$ cat config.mk
export PLATFORM = sky130hd
export DESIGN_NAME = eii_top
export DESIGN_NICKNAME = d
export VERILOG_FILES = /design/src/include/eii_pkg.sv /design/src/design/eii_top.sv
export SDC_FILE = /design/constraint.sdc
export NUM_CORES = 1
export LEC_CHECK = 0
export BUFFER_PORTS_ARGS = -buffer_cell sky130_fd_sc_hd__clkbuf_2
export CORE_MARGIN = 4
export CORE_UTILIZATION = 38
export CTS_CLUSTER_SIZE = 10
export DETAILED_ROUTE_END_ITERATION = 8
export PLACE_DENSITY = 0.76
export REMOVE_ABC_BUFFERS = 1
export SYNTH_ARGS = -nofsm -noshare
export SYNTH_HDL_FRONTEND = slang
export SYNTH_SLANG_ARGS = --single-unit
$ cat constraint.sdc
create_clock -name pclk -period 1.7 [get_ports pclk]
set_clock_uncertainty 0.05 [all_clocks]
set_input_delay 0.17 -clock pclk [delete_from_list [all_inputs] [get_ports pclk]]
set_output_delay 0.17 -clock pclk [all_outputs]
set_load 0.05 [all_outputs]
$ cat src/include/eii_pkg.sv
// package: constants, register map and state types for the external interrupt inputs
package eii_pkg;

    localparam int          EII_AW          = 8;
    localparam int          EII_KEYS        = 5;
    localparam logic [7:0]  EII_OFS_EXT_SC  = 8'h00;
    localparam logic [7:0]  EII_OFS_KEY_SC  = 8'h04;
    localparam logic [7:0]  EII_OFS_KEY_EN  = 8'h08;

    // bit positions shared by both status/control registers
    localparam int          EII_BIT_LEVEL   = 0;
    localparam int          EII_BIT_MASK    = 1;
    localparam int          EII_BIT_ACK     = 2;
    localparam int          EII_BIT_PEND    = 3;

    localparam logic [4:0]  EII_KEY_EN_RST  = 5'h00;
    localparam logic [15:0] EII_VEC_EXT     = 16'hFFFA;
    localparam logic [15:0] EII_VEC_KEY     = 16'hFFE0;
    localparam logic [15:0] EII_VEC_NONE    = 16'h0000;

    typedef struct packed {
        logic [1:0]  sync;
        logic        prev_high;
        logic        latch;
        logic        acked;
        logic        mask;
        logic        level;
    } eii_src_t;

    typedef struct packed {
        eii_src_t    ext;
        eii_src_t    key;
        logic [4:0]  key_meta;
        logic [4:0]  key_pins;
        logic [4:0]  key_en;
        logic [31:0] rdata;
        logic        slverr;
        logic [15:0] vector;
    } eii_state_t;

endpackage

$ cat src/design/eii_top.sv
// external interrupt inputs: dedicated pin, keyboard unit and apb registers
//
// The register offsets and register access over APB are this design's own decisions.
`timescale 1ns/1ps
`default_nettype none

module eii_top (
    input  wire logic                        pclk,
    input  wire logic                        presetn,
    input  wire logic                        psel,
    input  wire logic                        penable,
    input  wire logic                        pwrite,
    input  wire logic [eii_pkg::EII_AW-1:0]  paddr,
    input  wire logic [31:0]                 pwdata,
    output logic      [31:0]                 prdata,
    output logic                             pready,
    output logic                             pslverr,
    input  wire logic                        ext_irq_pin_n,
    input  wire logic [4:0]                  key_pins_n,
    input  wire logic [4:0]                  port_a_direction,
    input  wire logic                        ext_irq_vec_ack,
    input  wire logic                        key_vec_ack,
    output logic                             ext_irq_req,
    output logic                             key_irq_req,
    output logic      [15:0]                 irq_vector,
    output logic                             cpu_wake,
    output logic                             ext_irq_pin_level,
    output logic      [4:0]                  key_pin_read,
    output logic      [4:0]                  key_pullup_en,
    output logic      [4:0]                  key_force_input
);

    eii_pkg::eii_state_t s;
    eii_pkg::eii_state_t next_s;

    logic        setup;
    logic        wr_fire;
    logic        mapped;
    logic        ext_pin_high;
    logic        ext_fall;
    logic        key_all_high;
    logic        key_fall;
    logic        ext_sw_ack;
    logic        key_sw_ack;
    logic        ext_ack;
    logic        key_ack;
    logic [31:0] rd_word;

    // zero-wait slave: a transfer completes in its first access cycle
    assign pready  = 1'b1;
    assign setup   = psel && !penable;
    assign wr_fire = psel && penable && pwrite;
    assign mapped  = (paddr == eii_pkg::EII_OFS_EXT_SC)
                  || (paddr == eii_pkg::EII_OFS_KEY_SC)
                  || (paddr == eii_pkg::EII_OFS_KEY_EN);

    // second synchroniser stage only; the first is never looked at
    assign ext_pin_high = s.ext.sync[1];
    assign ext_fall     = s.ext.prev_high && !ext_pin_high;
    // pins not enabled count as high, so they never trigger or block
    assign key_all_high = &(s.key_pins | ~s.key_en);
    assign key_fall     = s.key.prev_high && !key_all_high;

    assign ext_sw_ack = wr_fire && (paddr == eii_pkg::EII_OFS_EXT_SC)
                     && pwdata[eii_pkg::EII_BIT_ACK];
    assign key_sw_ack = wr_fire && (paddr == eii_pkg::EII_OFS_KEY_SC)
                     && pwdata[eii_pkg::EII_BIT_ACK];
    assign ext_ack    = ext_irq_vec_ack || ext_sw_ack;
    assign key_ack    = key_vec_ack || key_sw_ack;

    always_comb begin
        rd_word = 32'h0000_0000;
        unique case (paddr)
            eii_pkg::EII_OFS_EXT_SC: begin
                rd_word[eii_pkg::EII_BIT_PEND]  = s.ext.latch;
                rd_word[eii_pkg::EII_BIT_MASK]  = s.ext.mask;
                rd_word[eii_pkg::EII_BIT_LEVEL] = s.ext.level;
            end
            eii_pkg::EII_OFS_KEY_SC: begin
                rd_word[eii_pkg::EII_BIT_PEND]  = s.key.latch;
                rd_word[eii_pkg::EII_BIT_MASK]  = s.key.mask;
                rd_word[eii_pkg::EII_BIT_LEVEL] = s.key.level;
            end
            eii_pkg::EII_OFS_KEY_EN: begin
                rd_word[4:0] = s.key_en;
            end
            default: begin
                rd_word = 32'h0000_0000;
            end
        endcase
    end

    always_comb begin
        next_s = s;

        next_s.ext.sync     = {s.ext.sync[0], ext_irq_pin_n};
        next_s.ext.prev_high = ext_pin_high;
        next_s.key_meta     = key_pins_n;
        next_s.key_pins     = s.key_meta;
        next_s.key.prev_high = key_all_high;

        // read data is captured in the setup cycle; ack bits read zero
        if (setup) begin
            next_s.rdata  = pwrite ? 32'h0000_0000 : rd_word;
            next_s.slverr = !mapped;
        end

        if (wr_fire && paddr == eii_pkg::EII_OFS_EXT_SC) begin
            next_s.ext.mask  = pwdata[eii_pkg::EII_BIT_MASK];
            next_s.ext.level = pwdata[eii_pkg::EII_BIT_LEVEL];
        end
        if (wr_fire && paddr == eii_pkg::EII_OFS_KEY_SC) begin
            next_s.key.mask  = pwdata[eii_pkg::EII_BIT_MASK];
            next_s.key.level = pwdata[eii_pkg::EII_BIT_LEVEL];
        end
        if (wr_fire && paddr == eii_pkg::EII_OFS_KEY_EN) begin
            next_s.key_en = pwdata[4:0];
        end

        // dedicated latch; a fresh edge wins over a same-cycle acknowledge
        if (ext_fall) begin
            next_s.ext.latch = 1'b1;
            next_s.ext.acked = 1'b0;
        end else if (!s.ext.level) begin
            if (ext_ack) begin
                next_s.ext.latch = 1'b0;
            end
            next_s.ext.acked = 1'b0;
        end else if (s.ext.latch || !ext_pin_high) begin
            // level mode: need both acknowledge and a high pin, any order
            // a low pin sets an empty latch; an ack then has nothing to clear
            if ((s.ext.acked || ext_ack) && ext_pin_high) begin
                next_s.ext.latch = 1'b0;
                next_s.ext.acked = 1'b0;
            end else begin
                next_s.ext.latch = 1'b1;
                next_s.ext.acked = s.ext.latch
                                && (s.ext.acked || ext_ack);
            end
        end

        // keyboard latch follows the same scheme on the combined pin
        if (key_fall) begin
            next_s.key.latch = 1'b1;
            next_s.key.acked = 1'b0;
        end else if (!s.key.level) begin
            if (key_ack) begin
                next_s.key.latch = 1'b0;
            end
            next_s.key.acked = 1'b0;
        end else if (s.key.latch || !key_all_high) begin
            // any enabled pin low keeps the request present
            if ((s.key.acked || key_ack) && key_all_high) begin
                next_s.key.latch = 1'b0;
                next_s.key.acked = 1'b0;
            end else begin
                next_s.key.latch = 1'b1;
                next_s.key.acked = s.key.latch
                                && (s.key.acked || key_ack);
            end
        end

        // dedicated source is served first when both are unmasked
        if (next_s.ext.latch && !next_s.ext.mask) begin
            next_s.vector = eii_pkg::EII_VEC_EXT;
        end else if (next_s.key.latch && !next_s.key.mask) begin
            next_s.vector = eii_pkg::EII_VEC_KEY;
        end else begin
            next_s.vector = eii_pkg::EII_VEC_NONE;
        end
    end

    // pins reset to the released level so reset itself is no edge
    always_ff @(posedge pclk or negedge presetn) begin
        if (!presetn) begin
            s           <= '0;
            s.ext.sync  <= 2'h3;
            s.ext.prev_high <= 1'b1;
            s.key_meta  <= 5'h1F;
            s.key_pins  <= 5'h1F;
            s.key.prev_high <= 1'b1;
            s.key_en    <= eii_pkg::EII_KEY_EN_RST;
            s.vector    <= eii_pkg::EII_VEC_NONE;
        end else begin
            s <= next_s;
        end
    end

    assign prdata            = s.rdata;
    assign pslverr           = s.slverr && psel && penable;
    assign ext_irq_req       = s.ext.latch && !s.ext.mask;
    assign key_irq_req       = s.key.latch && !s.key.mask;
    assign irq_vector        = s.vector;
    // no clock gating here, so the unit keeps running in wait and stop
    assign cpu_wake          = key_irq_req || ext_irq_req;
    assign ext_irq_pin_level = ext_pin_high;
    assign key_pin_read      = s.key_pins & ~port_a_direction;
    assign key_pullup_en     = s.key_en;
    assign key_force_input   = s.key_en;
endmodule // eii_top

`default_nettype wire

==> results.md, run 1 <==
* Outcome: finished, final reports clean
* Hold Crit Class: in -> reg
* Most frequent cells in the layout: 69 x clkbuf_2, 30 x conb_1, 21 x dfrtp_1, 14 x nor2_1, 14 x dfstp_2
* Drc violations at 0
* VDD IR-drop max at 555 uV
* XOR/XNOR share of the synthesized area at 0
* Fin crit period at approximately 1600 ps
* Commonest non-fill, non-tap cell in the layout: clkbuf_2
* Port bufs at 69
* Post-Synth Adder-Cell Area at 0
* Critical Path Max Stage Delay at approximately 530 ps
* Final GP Congestion at 0.842
* First-iteration detailed-routing DRC count at 56
* Die area at 0.00630 sq mm
* Mux cell area share after synthesis at 0.0699
* Core area at 0.00482 sq mm
* Clock slew at reported path FFs at approximately 80 ps
* Metal-1 WL at 1480 um
* Root Buffer: clkbuf_8
* Power density over the cells at 966 mW/mm^2
* Post-CTS Setup Inserts at 0
* Final worst slack at between 60 and 70 ps
* Unrepaired setup endpoints after global routing: true
* Critical path type: reg -> reg
* Synth Register Bits at 35
* ANT nets after route at 0
* First-pass GRT wire length at about 6200 um
* Initial antenna violation count at 0
* Per-cell routed wire length at 12.8 um
* Dpl cells at 299
* # IOs at 127
* Syn avg cell area at 10.2 sq um
* Post-detailed-placement half-perimeter wirelength at roughly 3200 um
* Initial DRT Pass Iterations at 4
* Final core occ at 0.467
* Final Hold Fails at 0
* Vias per inst at 4.48
* Post-Syn Area at 0.00193 sq mm
* Synth Warn # at 0
* Critical Path RT at 1820 ps
* Synth Area in Compound Gates at 0.0912
* Number of global-route vias before repair at 1324
* Register area share after synthesis at 0.462
* Met3 routed WL at 381 um
* Row cnt at 25
* Total wire length at 4030 um
* Critical-path cell list: inv_2, a222oi_1, buf_4, nand4_1, a31oi_2, o21bai_1
* Simple-gate portion of the synthesized area at 0.123
* Longest Clk Path Bufs at 2
* Share of layout cells above drive strength 1 at 0.457
* Length of routed met2 wiring at 2080 um
* Max-Cap Viols at 0
* Final Max Slew Viols at 0
* Largest net degree at the start of global routing at 36
* Clock Sinks at 35
* Initial Utilization at 0.402
* Largest family of logic cells by synthesized area: buffers and inverters
* Setup WS pre-CTS at -16.2 ps
* Count of cell types in the netlist at 35
* Clk_lat worst skew at 290 ps
* Die height at 79.3 um
* GRT Total Usage at 0.129
* Top Layer Used: met4
* Leak at 1.17 nW
* Cell Area, Placed at just over 0.002 sq mm
* Mapped Cells at between 150 and 200
* Setup-failing EPs final at 0
* Layout Cells excl Fill at 314
* Nets at 304
* WP data arrival at 1760 ps
* Setup tns final at 0 ps
* CP max-delay cell: dfstp_2
* Chip width at 79.3 um
* Reg2Reg Depth at 6
* CTS tree: built
* CP startpoint kind: flop
* Max Freq at 611 MHz
* P&R area growth vs syn at 16.2%
* Nature of the critical path endpoint: flop
* Num CTS Buffers at 5
* Antenna Diode Count at 0
* # H-tree levels at 2
* GRT Residual Overflow at 0
* Hold path depth at 2
* Crit-path max FO at 5
* Via count at 1407
* Finished Cell Area at 0.00225 sq mm
* Final Cycle Share at 0.963
==> final timing paths <==
path,endpoint,startpoint,slack (ps)
hold reg to reg,s[58]$_DFF_PN1_,next_s[58]$_DFF_PN1_,310
max in group asynchronous,s[56]$_DFF_PN1_,presetn,870
setup / recovery,irq_vector[14]$_DFF_PN0_,s[54]$_DFF_PN1_,60
setup reg to reg,irq_vector[14]$_DFF_PN0_,s[54]$_DFF_PN1_,60
min in group asynchronous,s[16]$_DFFE_PN0P_,presetn,390
hold / removal,key_force_input[4]$_DFFE_PN0P_,pwdata[4],50
==> power by group <==
group	switching [mW]	leakage [nW]	internal, mW
Clock	0.309	0.0581	0.436
Combinational	0.426	0.679	0.102
Sequential	0.0219	0.432	0.876
Total	0.757	1.17	1.41
==> cells in the mapped netlist, drive strengths merged <==
cell	n	area share
nor4	1	0.011
a22oi	1	0.0039
a2111o	1	0.0058
and2	1	0.0032
a31oi	3	0.0097
mux2	9	0.054
o31ai	1	0.0039
nor2b	1	0.0032
conb	2	0.0039
nor3b	1	0.0039
clkbuf	2	0.0058
dfstp	14	0.19
and2b	1	0.0045
and4b	1	0.0071
a21oi	6	0.016
a222oi	1	0.0052
o21ai	8	0.021
o22ai	1	0.0032
nand3	3	0.0078
nor4b	1	0.0045
nand4	2	0.0065
nand2b	3	0.0097
inv	8	0.016
dfrtp	21	0.27
a211oi	3	0.012
a21boi	1	0.0039
buf	59	0.23
and3	3	0.0097
nor2	14	0.027
o21bai	2	0.0078
mux2i	3	0.016
nand2	12	0.025
==> critical path: cells and delay by family (launching register included) <==
| family | cells | cell delay [ps] |
|---|---|---|
| buffers and inverters | 2 | 240 |
| DFF | 1 | 530 |
| AOI/OAI and AO/OA | 3 | 590 |
| and+or+nand+nor | 1 | 110 |
==> layer usage <==
| layer | vias to the layer above | track usage |
|---|---|---|
| li1 | 657 | - |
| met1 | 667 | 0.137 |
| met2 | 76 | 0.228 |
| met3 | 7 | 0.0408 |
| met4 | 0 | 0.0670 |
| met5 | - | 0 |
==> cells by family (layout without fill, tap and decap cells) <==
logic type / after synthesis / after routing
other cells: 2 / 30
flops: 35 / 35
mux: 12 / 12
compound gates: 28 / 28
buf+inv: 69 / 98
simple gates: 44 / 44
==> timing repair <==
item / in CTS / in global routing
setup endpoints to repair: 2 / 3
pin swaps: 2 / 0
hold buffers: 7 / 0
gates resized for setup: 0 / 5
endpoints found under the hold margin: 27 / 0
==> through the flow <==
stage / hold WS (ps) / total power [mW]
floorplan: -176 / 1.29
detailed placement: 183 / 1.43
finish: 54.0 / 2.17
global placement: 173 / 1.42
CTS: 47.6 / 2.20
global route: 48.4 / 2.27
==> registers in the layout, indices dropped and copies added, names as in the netlist <==
name,count
ext_irq_pin_level,1
prdata,5
key_force_input,5
s,16
next_s,6
irq_vector,2
==> cell type report <==
class	instances	area, sq um
fillers	465	2570
flip-flops and latches	35	893
multi-input cells	114	668
repair buffers	82	460
well taps	67	83.8
clock buffers	5	68.8
clock inverters	3	43.8
inverters	8	30.0
(Power assumes the default switching activity.)
==> run 2: changes to the inputs <==
Settings changed: CAP_MARGIN set to 15, CELL_PAD_IN_SITES_DETAIL_PLACEMENT set to 0, CELL_PAD_IN_SITES_GLOBAL_PLACEMENT set to 2, CORE_UTILIZATION 38 to 21, PLACE_DENSITY 0.76 to not set, PLACE_DENSITY_LB_ADDON set to 0.1.
==> run 2 against run 1 <==
Net effect: non-clock buffer count grew 7; routed wire length increased by 15%; final cell count is 15% higher; combinational power is 3% higher; fmax is essentially flat; die area is 72% higher; global-route usage fell by 4.3 points; sequential share of layout area fell by 1.5 points; final area rose by 4.0%.
==> results.md, run 2 (synthesized netlist as in run 1, its figures left out) <==
* Number of global-route vias before repair at 1402
* Hold Crit Class: in -> reg
* Critical Path RT at 1820 ps
* Die height at about 100 um
* # H-tree levels at 2
* VDD IR-drop max at 355 uV
* Antenna Diode Count at 0
* WHS Endpoint: key_force_input[4]$_DFFE_PN0P_
* Final Hold Fails at 0
* Clk_lat worst skew at 290 ps
* Initial antenna violation count at 0
* Area occupied by multi-input gates at slightly below 700 sq um
* Total wire length at around 4600 um
* Post-detailed-placement half-perimeter wirelength at 3660 um
* Setup tns final at 0 ps
* Critical-path cell list: inv_2, a222oi_1, buf_4, nand4_1, a31oi_2, o21bai_1
* Dpl cells at around 350
* CTS tree: built
* Reg2Reg Depth at 6
* Core area at 0.00885 sq mm
* CP startpoint kind: flop
* GRT Residual Overflow at 0
* GRT Total Usage at 0.0867
* FF+latch area at around 890 sq um
* Die area at 0.0108 sq mm
* R2r endpoint: irq_vector[14]$_DFF_PN0_
* Final core occ at 0.264
* Setup WS pre-CTS at -2.91 ps
* RR Startpoint: s[57]$_DFF_PN1_
* Row cnt at 34
* Critical path type: reg -> reg
* Max-Cap Viols at 0
* Initial DRT Pass Iterations at 4
* Num CTS Buffers at 5
* Final Cycle Share at 0.964
* Cell Area, Placed at 0.00216 sq mm
* Max Freq at ~600 MHz
* Most frequent cells in the layout: 69 x clkbuf_2, 30 x conb_1, 21 x dfrtp_1, 14 x nor2_1, 14 x dfstp_2
* Unrepaired setup endpoints after global routing: true
* First-pass GRT wire length at ~7400 um
* ANT nets after route at 0
* Drc violations at 0
* Chip width at 104 um
* Via count at 1378
* Share of layout cells above drive strength 1 at 0.476
* Setup-failing EPs final at 0
* Largest register FFs at 16
* Leak at 1.19 nW
* Nature of the critical path endpoint: flop
* Outcome: finished, final reports clean
* Initial Utilization at 0.219
* Final Max Slew Viols at 0
* Reg with most FFs: s
* Hold path depth at 2
* Power density over the cells at 875 mW/mm^2
* Final GP Congestion at 0.646
* Beginning of the worst hold path: pwdata[4]
* # fillers at 981
* Finished Cell Area at around 0.0023 sq mm
* Layout Cells excl Fill at around 360
* Largest net degree at the start of global routing at 36
* P&R area growth vs syn at 20.8%
* Port bufs at 69
* WP data arrival at 1760 ps
* Commonest non-fill, non-tap cell in the layout: clkbuf_2
* Nets at 311
* First-iteration detailed-routing DRC count at 47
* Per-cell routed wire length at 12.8 um
* Clock Sinks at 35
* # IOs at ~130
* Fin crit period at 1640 ps
* Longest Clk Path Bufs at 2
* Final worst slack at about 62 ps
* Root Buffer: clkbuf_8
* Clock slew at reported path FFs at 80 ps
* Vias per inst at 3.81
* Critical Path Max Stage Delay at about 530 ps
* Crit-path max FO at 5
* CP max-delay cell: dfstp_2
* R2r setup slk at roughly 62 ps
-- run 2: cell types whose count changed in the layout (fill, tap and decap cells not counted) --
cell,delta
buf_4,+7
a211oi_1,-1
a211oi_2,+1
bufinv_16,-1
clkbuf_1,+1
nor4b_1,-1
nor4b_2,+1
-- run 2: timing repair --
| item | CTS | global route |
|---|---|---|
| gates resized for setup | 1 | 6 |
| cloned | 0 | 0 |
| hold buffers | 7 | 0 |
| pin swaps | 1 | 4 |
| setup buffers | 0 | 1 |
| endpoints found under the hold margin | 27 | 0 |
| setup endpoints to repair | 1 | 4 |
-- run 2: layout make-up --
| class | count | share of cell area |
|---|---|---|
| repair buffers | 89 | 0.219 |
| clock inverters | 2 | 0.00589 |
| inverters | 8 | 0.0128 |
| clock buffers | 6 | 0.0310 |
| well taps | 108 | 0.0578 |
| multi-input cells | 114 | 0.291 |
| flip-flops and latches | 35 | 0.382 |
-- run 2: worst max path at each step --
stage | start | end | slack, ps | depth (start not counted)
floorplan | irq_vector[14]$_DFF_PN0_ | irq_vector[10] | -2080 | 0
global placement | s[54]$_DFF_PN1_ | irq_vector[14]$_DFF_PN0_ | -30 | 6
detailed placement | s[54]$_DFF_PN1_ | irq_vector[14]$_DFF_PN0_ | -3 | 6
CTS | s[54]$_DFF_PN1_ | irq_vector[14]$_DFF_PN0_ | 30 | 6
global route | s[54]$_DFF_PN1_ | irq_vector[14]$_DFF_PN0_ | -90 | 6
finish | s[57]$_DFF_PN1_ | irq_vector[14]$_DFF_PN0_ | 60 | 6
-- run 2: report_power, final --
part	internal [mW]	switching, mW	total [mW]
Combinational	0.110	0.432	0.543
Clock	0.289	0.316	0.605
Sequential	0.876	0.0211	0.897
Total	1.28	0.770	2.05
-- run 2: stage by stage --
stage / hold slack [ps] / power (mW)
CTS: 46.1 / 2.08
finish: 52.6 / 2.05
global placement: 206 / 1.44
floorplan: -176 / 1.29
detailed placement: 201 / 1.44
global route: 40.9 / 2.15
-- run 2: metal layers --
| metal | track usage | routed length, um |
|---|---|---|
| met1 | 0.107 | 2120 |
| met2 | 0.140 | 2060 |
| met3 | 0.0298 | 391 |
| met4 | 0.0313 | 67 |
| met5 | 0 | 0 |
-- run 2: critical path, delay by kind of cell, from the launching register on --
family | cells | cell delay, ps
simple gates | 1 | 90
buf+inv | 2 | 230
compound gates | 3 | 640
flops | 1 | 530
==> run 3: changes to the inputs <==
Settings changed: RECOVER_POWER set to 25.
==> run 3 against run 2 <==
Net effect: via count stayed put; largest cell class unchanged; clock power barely moved; first-iteration DRC count stayed put.
==> results.md, run 3 (synthesized netlist as in run 1, its figures left out) <==
* Outcome: finished, final reports clean
* Hold Crit Class: in -> reg
* # IOs at 127
* Layout Cells excl Fill at about 360
* Area occupied by multi-input gates at 679 sq um
* Row cnt at 34
* Bufs and invs on worst path at 2
* Largest net degree at the start of global routing at 36
* First-pass GRT wire length at 7430 um
* Clk_lat worst skew at 290 ps
* Final Hold Fails at 0
* Number of global-route vias before repair at 1402
* Initial Utilization at 0.219
* Leak at 1.19 nW
* Final Max Slew Viols at 0
* Fin crit period at 1640 ps
* # H-tree levels at 2
* Beginning of the worst hold path: pwdata[4]
* Final Cycle Share at 0.964
* R2r setup slk at 60 ps
* Max-Cap Viols at 0
* # fillers at 980
* Longest Clk Path Bufs at 2
* Setup tns final at 0 ps
* Final GP Congestion at 0.646
* CTS tree: built
* Critical path type: reg -> reg
* R2r endpoint: irq_vector[14]$_DFF_PN0_
* Setup-failing EPs final at 0
* Port bufs at between 60 and 70
* VDD IR-drop max at 355 uV
* Nets at 311
* ANT nets after route at 0
* Drc violations at 0
* Die area at around 0.011 sq mm
* WP data arrival at 1760 ps
* Final core occ at 0.264
* Antenna Diode Count at 0
* Clock slew at reported path FFs at 80 ps
* Critical Path Max Stage Delay at between 500 and 600 ps
* Share of layout cells above drive strength 1 at 0.472
* GRT Total Usage at 0.0867
* Initial antenna violation count at 0
* Per-cell routed wire length at 12.8 um
* Num CTS Buffers at 5
* Initial DRT Pass Iterations at 4
* First-iteration detailed-routing DRC count at 47
* Die height at 104 um
* Chip width at 104 um
* Worst Tran Pin Value at 904 ps
* Slew HR at 0.397
* Post-detailed-placement half-perimeter wirelength at 3660 um
* CP startpoint kind: flop
* Largest register FFs at 16
* Critical Path RT at 1820 ps
* Dpl cells at 346
* Unrepaired setup endpoints after global routing: true
* Reg2Reg Depth at 6
* Root Buffer: clkbuf_8
* Vias per inst at ~3.8
* Hold path depth at 2
* CP max-delay cell: dfstp_2
* Nature of the critical path endpoint: flop
* Critical-path cell list: inv_2, a222oi_1, buf_4, nand4_1, a31oi_2, o21bai_1
* P&R area growth vs syn at 20.6%
* Most frequent cells in the layout: 69 x clkbuf_2, 30 x conb_1, 21 x dfrtp_1, 14 x nor2_1, 14 x dfstp_2
* Reg with most FFs: s
* WHS Endpoint: key_force_input[4]$_DFFE_PN0P_
* Clock Sinks at 35
* Total wire length at 4640 um
* FF+latch area at 893 sq um
* Core area at 0.00885 sq mm
* Largest delay share family, worst path: compound AO/OA/AOI/OAI gates
* GRT Residual Overflow at 0
* Commonest non-fill, non-tap cell in the layout: clkbuf_2
* Crit-path max FO at 5
* RR Startpoint: s[57]$_DFF_PN1_
* Max Freq at 610 MHz
* Via count at 1378
* Power density over the cells at 876 mW/mm^2
## run 3: how the worst max path moves through the flow
stage / from / end / slack [ps] / cells after the start
floorplan: irq_vector[14]$_DFF_PN0_ / irq_vector[10] / -2080 / 0
global placement: s[54]$_DFF_PN1_ / irq_vector[14]$_DFF_PN0_ / -30 / 6
detailed placement: s[54]$_DFF_PN1_ / irq_vector[14]$_DFF_PN0_ / -3 / 6
CTS: s[54]$_DFF_PN1_ / irq_vector[14]$_DFF_PN0_ / 30 / 6
global route: s[54]$_DFF_PN1_ / irq_vector[14]$_DFF_PN0_ / -90 / 6
finish: s[57]$_DFF_PN1_ / irq_vector[14]$_DFF_PN0_ / 60 / 6
## run 3: what timing repair did
action / 4_1_cts / 5_1_grt
hold buffers: 7 / 0
pin swaps: 1 / 4
buffers inserted: 0 / 1
hold endpoints to repair: 27 / 0
gates resized for setup: 1 / 6
setup endpoints to repair: 1 / 4
## run 3: worst reg2reg max path, delay by kind of cell (launching register included)
| family | cells | cell delay, ps |
|---|---|---|
| flip-flops | 1 | 530 |
| buffers and inverters | 2 | 230 |
| AO/OA/AOI/OAI | 3 | 640 |
| AND/OR/NAND/NOR | 1 | 90 |
## run 3: power breakdown
group          switching [mW]  total, mW  internal [mW]
Clock                   0.316      0.605          0.289
Combinational           0.432      0.542          0.109
Sequential             0.0211      0.897          0.876
Total                   0.769       2.04           1.27
## run 3: final cells by class
type,instances,share of cell area
multi-input cells,114,0.291
clock inverters,2,0.00590
inverters,8,0.0129
flip-flops and latches,35,0.383
clock buffers,6,0.0311
well taps,108,0.0579
repair buffers,89,0.218
## run 3: metal layers
metal  track usage  routed length, um  part of all wire  up-vias
li1              -                  -                 -      672
met1         0.107               2120              0.46      624
met2         0.140               2060              0.44       76
met3        0.0298                391             0.084        6
met4        0.0313                 67             0.014        0
met5             0                  0                 0        -
## run 3: stage by stage
step	instance area [sq um]	setup slack [ps]	hold WS, ps	power [mW]
after detailed placement	2160	-2.91	201	1.44
after floorplan	1590	-2080	-176	1.29
after CTS	2320	30.2	46.1	2.08
after global routing	2330	-86.1	40.9	2.15
after global placement	2160	-28.6	206	1.44
final	2330	61.9	52.6	2.04
